===== config.mk =====
export PLATFORM = sky130hd
export DESIGN_NAME = embs_top
export DESIGN_NICKNAME = d
export VERILOG_FILES = /design/src/core/embs_pkg.sv /design/src/core/embs_rst_qual.sv /design/src/core/embs_top.sv
export SDC_FILE = /design/constraint.sdc
export NUM_CORES = 1
export LEC_CHECK = 0
export ABC_CLOCK_PERIOD_IN_PS = 1700
export BUFFER_PORTS_ARGS = -buffer_cell sky130_fd_sc_hd__buf_2
export CORE_UTILIZATION = 45
export CTS_BUF_LIST = sky130_fd_sc_hd__clkbuf_16
export DETAILED_ROUTE_END_ITERATION = 10
export PLACE_DENSITY_LB_ADDON = 0.05
export SLEW_MARGIN = 30
export SYNTH_ARGS = -nofsm -noshare
export SYNTH_HDL_FRONTEND = slang
export SYNTH_SLANG_ARGS = --single-unit

===== constraint.sdc =====
create_clock -name clock -period 1.7 [get_ports clock]
set_clock_uncertainty 0.15 [all_clocks]
set_input_delay 0.085 -clock clock [delete_from_list [all_inputs] [get_ports clock]]
set_output_delay 0.085 -clock clock [all_outputs]
set_load 0.1 [all_outputs]

===== src/core/embs_pkg.sv =====
/*
  Constants for the external memory bus strobe generator.
  Assumes one clock tick per oscillator period.
*/
package embs_pkg;
  localparam int unsigned EMBS_OSC_PER_CYCLE = 12;
  localparam int unsigned EMBS_RST_CYCLES = 2;
  localparam logic [3:0] EMBS_PH_LAST = 4'hB;
  // Strobe windows inside a machine cycle, in oscillator periods
  localparam logic [3:0] EMBS_ALE0_ON = 4'h2;
  localparam logic [3:0] EMBS_ALE0_OFF = 4'h4;
  localparam logic [3:0] EMBS_ALE1_ON = 4'h8;
  localparam logic [3:0] EMBS_ALE1_OFF = 4'hA;
  localparam logic [3:0] EMBS_PF0_ON = 4'h6;
  localparam logic [3:0] EMBS_PF0_OFF = 4'h8;
  localparam logic [3:0] EMBS_PF1_ON = 4'h0;
  localparam logic [3:0] EMBS_PF1_OFF = 4'h2;
  localparam logic [3:0] EMBS_DS_ON = 4'h2;
  localparam logic [3:0] EMBS_DS_OFF = 4'hA;
  typedef enum logic [1:0] {EMBS_IDLE, EMBS_RD, EMBS_WR} embs_mode_e;
endpackage


===== src/core/embs_rst_qual.sv =====
/*
  Reset qualifier: asserts internal reset after the pin has stayed high
  for a whole number of machine cycles. Pin assumed synchronous.
*/
`timescale 1ns/10ps
module embs_rst_qual #(
  parameter int unsigned HOLD = 24
)(
  input wire logic clock,
  input wire logic sys_rst,
  input wire logic reset_pin,
  output logic core_rst
);
  logic [5:0] cnt;
  logic [5:0] next_cnt;
  logic next_core_rst;

  // Count continuous high time on the pin
  always_comb
  begin
    next_cnt = cnt;
    next_core_rst = core_rst;
    if (!reset_pin)
    begin
      next_cnt = '0;
      next_core_rst = 1'b0;
    end
    else if (cnt >= 6'(HOLD - 1))
      next_core_rst = 1'b1;
    else
      next_cnt = cnt + 6'h01;
  end

  // Registers
  always_ff @(posedge clock or posedge sys_rst)
  begin
    if (sys_rst)
    begin
      cnt <= 6'h00;
      core_rst <= 1'b1;
    end
    else
    begin
      cnt <= next_cnt;
      core_rst <= next_core_rst;
    end
  end

  chk_rst_needs_hold: assert property (@(posedge clock) disable iff (sys_rst)
    $rose(core_rst) |-> $past(reset_pin, HOLD))
    else $error("reset qualified too early");
endmodule


===== src/core/embs_top.sv =====
/*
  External memory bus strobe generator: address latch, program fetch,
  data read and write strobes, paced by a twelve-period machine cycle.
  Assumes the CPU requests data moves with a one-cycle pulse near the
  end of a machine cycle; clock is the oscillator input.
*/
// Summary of operation
// - reset pin must stay high two machine cycles
// - address latch pulses each external access
// - latch strobe repeats at oscillator over six
// - one latch pulse dropped per data access
// - aux bit one limits latch to moves
// - fetch strobe twice per external cycle
// - two fetch strobes skipped per data access
// - no fetch strobe from internal memory
// - write strobe during external data writes
// - read strobe during external data reads
`timescale 1ns/10ps
module embs_top
  import embs_pkg::*;
#(
  parameter int unsigned OSC_PER_CYCLE = embs_pkg::EMBS_OSC_PER_CYCLE
)(
  input wire logic clock,
  input wire logic sys_rst,
  input wire logic reset_pin,
  input wire logic external_fetch_select,
  input wire logic fetch_internal,
  input wire logic aux_latch_off,
  input wire logic data_move_req,
  input wire logic data_move_write,
  output logic core_rst,
  output logic address_latch_strobe,
  output logic program_fetch_strobe_n,
  output logic data_read_strobe_n,
  output logic data_write_strobe_n,
  output logic machine_cycle_start
);
  import embs_pkg::*;

  logic [3:0] phase;
  logic [3:0] next_phase;
  embs_mode_e mode;
  embs_mode_e next_mode;
  logic pend_wr;
  logic pend;
  logic next_pend;
  logic next_pend_wr;
  logic next_ale;
  logic next_pf_n;
  logic next_rd_n;
  logic next_wr_n;
  logic next_mcs;
  logic ext_code;

  function automatic logic in_win(input logic [3:0] p, input logic [3:0] on,
                                  input logic [3:0] off);
    in_win = (p >= on) && (p < off);
  endfunction

  // Qualified reset from the pin
  embs_rst_qual #(.HOLD(EMBS_RST_CYCLES * OSC_PER_CYCLE)) i_embs_rst_qual (
    .clock(clock),
    .sys_rst(sys_rst),
    .reset_pin(reset_pin),
    .core_rst(core_rst)
  );

  // Low select pin or an address above internal code forces external fetch
  assign ext_code = !external_fetch_select || !fetch_internal;

  // Phase counter and data-cycle mode
  always_comb
  begin
    next_phase = (phase == EMBS_PH_LAST) ? 4'h0 : phase + 4'h1;
    next_mode = mode;
    next_pend = pend | data_move_req;
    next_pend_wr = data_move_req ? data_move_write : pend_wr;
    if (phase == EMBS_PH_LAST)
    begin
      if (pend)
      begin
        next_mode = pend_wr ? EMBS_WR : EMBS_RD;
        next_pend = data_move_req;
      end
      else
        next_mode = EMBS_IDLE;
    end
  end

  // Strobe outputs
  always_comb
  begin
    next_ale = 1'b0;
    next_pf_n = 1'b1;
    next_rd_n = 1'b1;
    next_wr_n = 1'b1;
    next_mcs = (next_phase == 4'h0);
    case (mode)
      EMBS_IDLE:
      begin
        // Two latch pulses per cycle: one sixth of oscillator rate
        if (!aux_latch_off)
          next_ale = in_win(next_phase, EMBS_ALE0_ON, EMBS_ALE0_OFF) ||
                     in_win(next_phase, EMBS_ALE1_ON, EMBS_ALE1_OFF);
        if (ext_code)
          next_pf_n = !(in_win(next_phase, EMBS_PF0_ON, EMBS_PF0_OFF) ||
                        in_win(next_phase, EMBS_PF1_ON, EMBS_PF1_OFF));
      end
      EMBS_RD, EMBS_WR:
      begin
        // First latch pulse carries the data address, second is dropped
        next_ale = in_win(next_phase, EMBS_ALE0_ON, EMBS_ALE0_OFF);
        // Both fetch strobes of this cycle are skipped
        next_pf_n = 1'b1;
        if (mode == EMBS_RD)
          next_rd_n = !in_win(next_phase, EMBS_DS_ON, EMBS_DS_OFF);
        else
          next_wr_n = !in_win(next_phase, EMBS_DS_ON, EMBS_DS_OFF);
      end
      default:
      begin
        next_ale = 1'b0;
      end
    endcase
    if (next_mode != mode)
    begin
      next_ale = 1'b0;
      next_pf_n = 1'b1;
      next_rd_n = 1'b1;
      next_wr_n = 1'b1;
    end
  end

  // Registers; all but phase and cycle start held idle while the qualified reset stands
  always_ff @(posedge clock or posedge sys_rst)
  begin
    if (sys_rst)
    begin
      phase <= 4'h0;
      mode <= EMBS_IDLE;
      pend <= 1'b0;
      pend_wr <= 1'b0;
      address_latch_strobe <= 1'b0;
      program_fetch_strobe_n <= 1'b1;
      data_read_strobe_n <= 1'b1;
      data_write_strobe_n <= 1'b1;
      machine_cycle_start <= 1'b0;
    end
    else if (core_rst)
    begin
      phase <= next_phase;
      mode <= EMBS_IDLE;
      pend <= 1'b0;
      pend_wr <= 1'b0;
      address_latch_strobe <= 1'b0;
      program_fetch_strobe_n <= 1'b1;
      data_read_strobe_n <= 1'b1;
      data_write_strobe_n <= 1'b1;
      machine_cycle_start <= next_mcs;
    end
    else
    begin
      phase <= next_phase;
      mode <= next_mode;
      pend <= next_pend;
      pend_wr <= next_pend_wr;
      address_latch_strobe <= next_ale;
      program_fetch_strobe_n <= next_pf_n;
      data_read_strobe_n <= next_rd_n;
      data_write_strobe_n <= next_wr_n;
      machine_cycle_start <= next_mcs;
    end
  end

  // Clocks since the last cycle start; the cycle-length check reads it
  // so that no long repetition has to be unrolled
  logic [3:0] mcs_gap;
  logic [3:0] next_mcs_gap;
  logic mcs_seen;
  logic next_mcs_seen;

  always_comb
  begin
    next_mcs_gap = machine_cycle_start ? 4'h0 : mcs_gap + 4'h1;
    next_mcs_seen = mcs_seen | machine_cycle_start;
  end

  // Registers of the cycle-length helper
  always_ff @(posedge clock or posedge sys_rst)
  begin
    if (sys_rst)
    begin
      mcs_gap <= 4'h0;
      mcs_seen <= 1'b0;
    end
    else
    begin
      mcs_gap <= next_mcs_gap;
      mcs_seen <= next_mcs_seen;
    end
  end

  chk_cycle_twelve: assert property (@(posedge clock) disable iff (sys_rst)
    mcs_seen |-> (mcs_gap <= EMBS_PH_LAST) &&
      (!machine_cycle_start || mcs_gap == EMBS_PH_LAST))
    else $error("machine cycle not twelve periods");
  chk_ale_period: assert property (@(posedge clock) disable iff (sys_rst || core_rst)
    ($rose(address_latch_strobe) && mode == EMBS_IDLE && !aux_latch_off)
    |-> ##6 (address_latch_strobe || mode != EMBS_IDLE || aux_latch_off))
    else $error("latch strobe not at one sixth rate");
  chk_ale_gated: assert property (@(posedge clock) disable iff (sys_rst || core_rst)
    (aux_latch_off && mode == EMBS_IDLE && $past(mode) == EMBS_IDLE)
    |-> !address_latch_strobe)
    else $error("latch strobe while disabled");
  chk_ale_data_one: assert property (@(posedge clock) disable iff (sys_rst || core_rst)
    (mode != EMBS_IDLE && phase >= EMBS_ALE0_OFF) |-> !address_latch_strobe)
    else $error("second latch pulse in data cycle");
  chk_pf_skip: assert property (@(posedge clock) disable iff (sys_rst || core_rst)
    (mode != EMBS_IDLE) |-> program_fetch_strobe_n)
    else $error("fetch strobe during data access");
  chk_pf_internal: assert property (@(posedge clock) disable iff (sys_rst || core_rst)
    !$past(ext_code) && !$past(ext_code, 2) |-> program_fetch_strobe_n)
    else $error("fetch strobe on internal fetch");
  chk_pf_twice: assert property (@(posedge clock) disable iff (sys_rst || core_rst)
    (machine_cycle_start && mode == EMBS_IDLE && ext_code && $stable(ext_code))
    |-> ##6 !program_fetch_strobe_n [*2])
    else $error("fetch strobe missing");
  chk_rd_strobe: assert property (@(posedge clock) disable iff (sys_rst || core_rst)
    (!data_read_strobe_n) |-> (mode == EMBS_RD) && data_write_strobe_n)
    else $error("read strobe outside read cycle");
  chk_wr_strobe: assert property (@(posedge clock) disable iff (sys_rst || core_rst)
    (mode == EMBS_WR && phase == EMBS_DS_ON)
    |-> !data_write_strobe_n [*8] ##1 data_write_strobe_n)
    else $error("write strobe width wrong");
  chk_ale_on: assert property (@(posedge clock) disable iff (sys_rst || core_rst)
    (mode != EMBS_IDLE && phase == EMBS_ALE0_ON && $past(mode) == mode)
    |-> ##1 address_latch_strobe)
    else $error("no latch pulse for data address");

  cov_read: cover property (@(posedge clock) !data_read_strobe_n);
  cov_write: cover property (@(posedge clock) !data_write_strobe_n);
  cov_gated: cover property (@(posedge clock) aux_latch_off && mode != EMBS_IDLE);
  cov_fetch: cover property (@(posedge clock) !program_fetch_strobe_n);
endmodule


# Yosys cells after proc, flatten, opt, wreduce, memory -nomap -nowiden
# Index checks and enable logic that the tools add are counted.
# word_totals
reg_bits	20
inputBits	8
out_inout_bits	6
wordCells	75
# op_classes
add_sub_neg	2
magnitude_cmp	9
eq_ne	6
muxes	30
n_bitwise	1
reduce_logical	16
# op_table
op	n
2-to-1 mux 1 bit	22
2-to-1 mux 6 bit	2
< comparator 4 bit, second input constant	2
2-to-1 mux 2 bit	4
adder 6 x 1 -> 6 bit, second input constant	1
greater-or-equal comparator 6 x 5 -> 1 bit, second input constant	1
logical AND 1 bit	5
adder 4 x 1 -> 4 bit, second input constant	1
equality test 4 bit, second input constant	1
greater-or-equal comparator 4 x 1 -> 1 bit, second input constant	1
greater-or-equal comparator 4 x 2 -> 1 bit, second input constant	1
greater-or-equal comparator 4 x 3 -> 1 bit, second input constant	1
greater-or-equal comparator 4 bit, second input constant	1
logical NOT 1 bit	4
logical NOT 4 bit	1
< comparator 4 x 2 -> 1 bit, second input constant	1
< comparator 4 x 3 -> 1 bit, second input constant	1
2-to-1 mux 4 bit	1
logical OR 1 bit	3
equality test 2 x 1 -> 1 bit, second input constant	1
equality test 2 bit, second input constant	1
logical NOT 2 bit	1
!= test 2 x 1 -> 1 bit, second input constant	1
!= test 2 bit	1
5 further kinds	5

# Longest topological paths before layout
# logic_depth
depth_word	10
mapped_depth	6
mapped_depth_nobuf	6

# By module
# Synthesis repeated with hierarchy kept, for this count alone.
# hier_totals
cells_unflattened	106
hier_area_um2	1106.1
# modules_own_cells
mod	n_inst	cells_each	area_per_inst_um2	seq_area_each_um2
embs_top	1	74	742.0	329.1
embs_rst_qual	1	32	364.1	176.4

# Worst setup path before layout
# OpenSTA, ideal clock, no wires.
# synth_path
path_type	register -> register
start	register phase[0]
end	register program_fetch_strobe_n
setup_ns	0.100
arrival_ns	1.335
required_ns	1.450
slack_ns	0.114
path_stages_with_launch	6
n_path_buf	0
path_cell_list	dfrtp_1 ha_1 inv_1 a221oi_1 a21o_1 o2111ai_1
# synth_via
elab_chain_len	10
elab_cells_between_ends	17
cone_classes	1 x add/sub; 4 x order compare; 2 x eq/ne; 6 x mux; 4 x reduce/logical
# synth_rtl
item	line	source
from (decl)	embs_top.sv:41	logic [3:0] phase;
from (signal assigned)	embs_top.sv:152	phase <= next_phase;
from (signal assigned)	embs_top.sv:164	phase <= next_phase;
adder 4 x 1 -> 4 bit / equality test 4 bit (equally long branches)	embs_top.sv:75	next_phase = (phase == EMBS_PH_LAST) ? 4'h0 : phase + 4'h1;
2-to-1 mux 4 bit (*)	embs_top.sv:75	
named net next_phase[1]	embs_top.sv:42	logic [3:0] next_phase;
greater-or-equal comparator 4 x 3 -> 1 bit (tied with other cells)	embs_top.sv:58	in_win = (p >= on) && (p < off);
logical AND 1 bit	embs_top.sv:58	
logical OR 1 bit (*)	embs_top.sv:107	next_pf_n = !(in_win(next_phase, EMBS_PF0_ON, EMBS_PF0_OFF) ||
logical NOT 1 bit (*)	embs_top.sv:107	
2-to-1 mux 1 bit (*)	embs_top.sv:106	if (ext_code)
2-to-1 mux 1 bit (*)	embs_top.sv:99	case (mode)
2-to-1 mux 1 bit (*)	embs_top.sv:126	if (next_mode != mode)
2-to-1 mux 1 bit (*)	embs_top.sv:150	else if (core_rst)
to (signal assigned)	embs_top.sv:169	program_fetch_strobe_n <= next_pf_n;
to (decl)	embs_top.sv:34	output logic program_fetch_strobe_n,
# Mark *: on every way through the listed nets, which the timed path passes. The rest lies on a longest branch.
# A chain may end at the register's enable or synchronous reset.

# Worst setup path after layout
# layout_path
start	register i_embs_rst_qual.cnt[0]
end	register i_embs_rst_qual.cnt[3]
# layout_via
elab_chain_len	3
elab_cells_between_ends	5
cone_classes	1 x add/sub; 1 x order compare; 1 x eq/ne; 2 x mux
# layout_rtl
item	line	source
from (decl)	embs_rst_qual.sv:14	logic [5:0] cnt;
from (signal assigned)	embs_rst_qual.sv:44	cnt <= next_cnt;
adder 6 x 1 -> 6 bit	embs_rst_qual.sv:31	next_cnt = cnt + 6'h01;
2-to-1 mux 6 bit	embs_rst_qual.sv:28	else if (cnt >= 6'(HOLD - 1))
2-to-1 mux 6 bit	embs_rst_qual.sv:23	if (!reset_pin)
# Several ways; a longest one is shown, not always the timed one. The select of a mux whose other input is x is not followed.

==> out/qor.txt <==
GRT Util Overall: 17.0%
Worst R2R End: i_embs_rst_qual.cnt[3]
CTS Root Cell: clkbuf_16
Register area share after synthesis: 47.4%
# placed instances: 146
Max VDD drop: 675 uV
WHS Endpoint: address_latch_strobe
Post-synth EDFFs: 0
Maximum fanout along the worst path: 3
Via count: 817
CP Launch Point: i_embs_rst_qual.cnt[0]
Critical path data arrival time: 1600 ps
Post-DP HPWL: 1300 um
Final Wtd Congestion: 0.747
Diodes inserted: 0
Die width: 50.7 um
Crit Path Class: reg -> reg
Overflow after GRT: 0
Synth Warn #: 0
Endpoints failing hold: 0
WHS Path Cells: 5
Pin count of the biggest net entering global routing: 21
Clock slew at reported path FFs: 50 ps
Dominant cells by area after synthesis: dfrtp_1 (38%), dfstp_2 (9.9%), ha_1 (7.0%)
Drt pass-1 iters: 4
Nature of the critical path endpoint: register
Slew @ Worst Pin: 486 ps
Syn_nets: 115
CTS Buf Count: 3
Sequential power share: 46.4%
Post-synth top area share: 37.6%
HP Start: aux_latch_off
Synth cell count leaders: dfrtp_1 (16), nand2_1 (9), nor2_1 (8)
Setup slack, reg-to-reg: 90 ps
Final setup viols: 0
Synth Cell Area: 0.00107 mm2
Syn Inst Count: 101
Fin. max-slew vios: 0
Combinational Power Share: 10.5%
Share of cells above drive strength 1: 26.4%
Initial Util: 48.2%
Final setup margin: 88.9 ps
DRT Wirelength: 1900 um
Crit-path cells: ha_1 -> a21o_1 -> a211oi_2 -> xor2_1 -> and2_1
Vias in the first global route: 753
Critical R2R Launch: i_embs_rst_qual.cnt[0]
Met1 wire length: 875 um
Layout area overhead: 28.1%
FMAX: 0.621 GHz
Post-synth cell types: 35
Placement Setup Slack: -9.75 ps
Row count: 17
Layout Nets: 144
Fillcell total: 189
Cell family with most CP delay: compound AO/OA/AOI/OAI gates
Fin cells: 157
Die height: 50.7 um
Hold_ws: 143 ps
Starting DRT DRC Count: 8
Worst min path class: in -> reg
Final core utilization: 61.7%
CTS tree: yes
Setup Buffers After CTS: 0
First-pass GRT wire length: 3180 um
P per Cell Area: 811 mW/mm2
Status: finished, final reports clean
Primary FF master, synth: dfrtp_1
WP buf/inv: 0
Detail Route met3 WL: 54 um
WL/cell: 12.1 um
IO buf count: 13
Largest regs: i_embs_rst_qual.cnt (6), phase (4), mode (2)
IO Pins: 14
Yosys top cell by area: dfrtp_1
Most frequent cell after synthesis: dfrtp_1
Uppermost layer routed: met4
CP max stage delay: 410 ps
Die ar.: 0.00257 mm2
Tot Pwr: 1110 uW
Clock latency on the worst-skew pair: 250 ps
Routed Antenna Nets: 0
Sw Ratio: 22.1%
Startpoint Class: register
Max cap viols: 0
FF+latch count, synth: 20
Largest Register: i_embs_rst_qual.cnt
Met2 wire len: 939 um
Highest-delay cell along the critical path: dfrtp_1
Core area: 0.00221 mm2
CTS max path bufs: 2
Max reg flops: 6
Multi-input gate area: 539 um2
CTS Sinks: 20
Crit path required time: 1690 ps
Sw power: 245 uW
Routed vias/inst: 5.20
Internal: 863 uW
Final min period: 1610 ps
H-tree Lvls: 1
Sequential cell area: 505 um2
RSZ-0062 raised after global routing: yes
Slew headroom: 67.8%
Fin crit share: 94.8%
Asr flop ratio synth: 100%
R2R depth: 5
Clock power share: 43.1%
Syn Area/Cell: 10.6 um2
Leak pwr: 0.000639 uW
Initial antenna violation count: 0
Post-route DRC: 0
-- power groups by stage --
stage	logic [uW]	registers [uW]	clock network (uW)
6_report	116	514	477
2_1_floorplan	60.5	535	0
3_5_place_dp	102	522	0
4_1_cts	118	514	500
5_1_grt	133	517	508
3_3_place_gp	102	522	0
-- worst max path at each step --
stage,to,slack [ps],depth (start not counted)
finish,i_embs_rst_qual.cnt[3],90,5
global placement,pend,20,5
floorplan,program_fetch_strobe_n,110,5
CTS,i_embs_rst_qual.cnt[3],50,5
detailed placement,pend,-10,5
global route,program_fetch_strobe_n,-30,6
-- kinds of logic (layout without fill, tap and decap cells) --
logic type               count (synthesis)  in the layout  synth area share [%]
multiplexers                             4              4                  3.76
flip-flops                              20             20                  47.4
buffers and inverters                    9             37                  3.99
XOR/XNOR                                 3              3                  2.47
adder cells (fa/ha/maj)                  6              6                  7.04
AO/OA/AOI/OAI                           19             19                  14.7
AND/OR/NAND/NOR                         40             40                  20.7
-- metal layers --
layer / GRT usage, % / up-vias
met3: 2.73 / 5
met4: 6.94 / 0
met5: 0 / -
li1: - / 412
met2: 29.8 / 16
met1: 20.5 / 384
-- final cells by class --
| type | instances | area share [%] |
|---|---|---|
| Clock inverter | 1 | 0.275 |
| Clock buffer | 3 | 5.50 |
| Tap cell | 28 | 2.57 |
| Inverter | 7 | 1.92 |
| Sequential cell | 20 | 37.0 |
| Multi-Input combinational cell | 72 | 39.5 |
| Timing Repair Buffer | 26 | 13.2 |
-- repair_timing --
item | 4_1_cts | 5_1_grt
endpoints found under the hold margin | 30 | 0
endpoints found under the setup margin | 2 | 7
cloned | 0 | 0
hold buffers | 7 | 0
gates resized for setup | 1 | 3
pin swaps | 0 | 2
-- through the flow --
step / cell area [um2] / TNS, ps
detailed placement: 1190 / -11.9
global route: 1370 / -84.9
CTS: 1350 / 0
finish: 1370 / 0
global placement: 1190 / 0
floorplan: 1070 / 0
-- tightest hold or removal path, stage by stage --
cell and delay, ps:
buf_2 80, nor2b_1 50, nor2_1 80, nor3_1 40, and3_1 160
-- cell usage in the layout (no fill, tap or decap), types with 3 or more instances in the layout --
cell type	n
and2_1	3
a21o_1	3
dfrtp_1	16
dfstp_2	4
a21oi_1	3
nor2b_1	4
nor2_1	8
buf_4	6
nor3_1	3
nand2_1	9
clkbuf_16	3
ha_1	5
inv_1	8
mux2i_1	4
buf_2	13
dlygate4sd3_1	7
(Power assumes the default switching activity.)
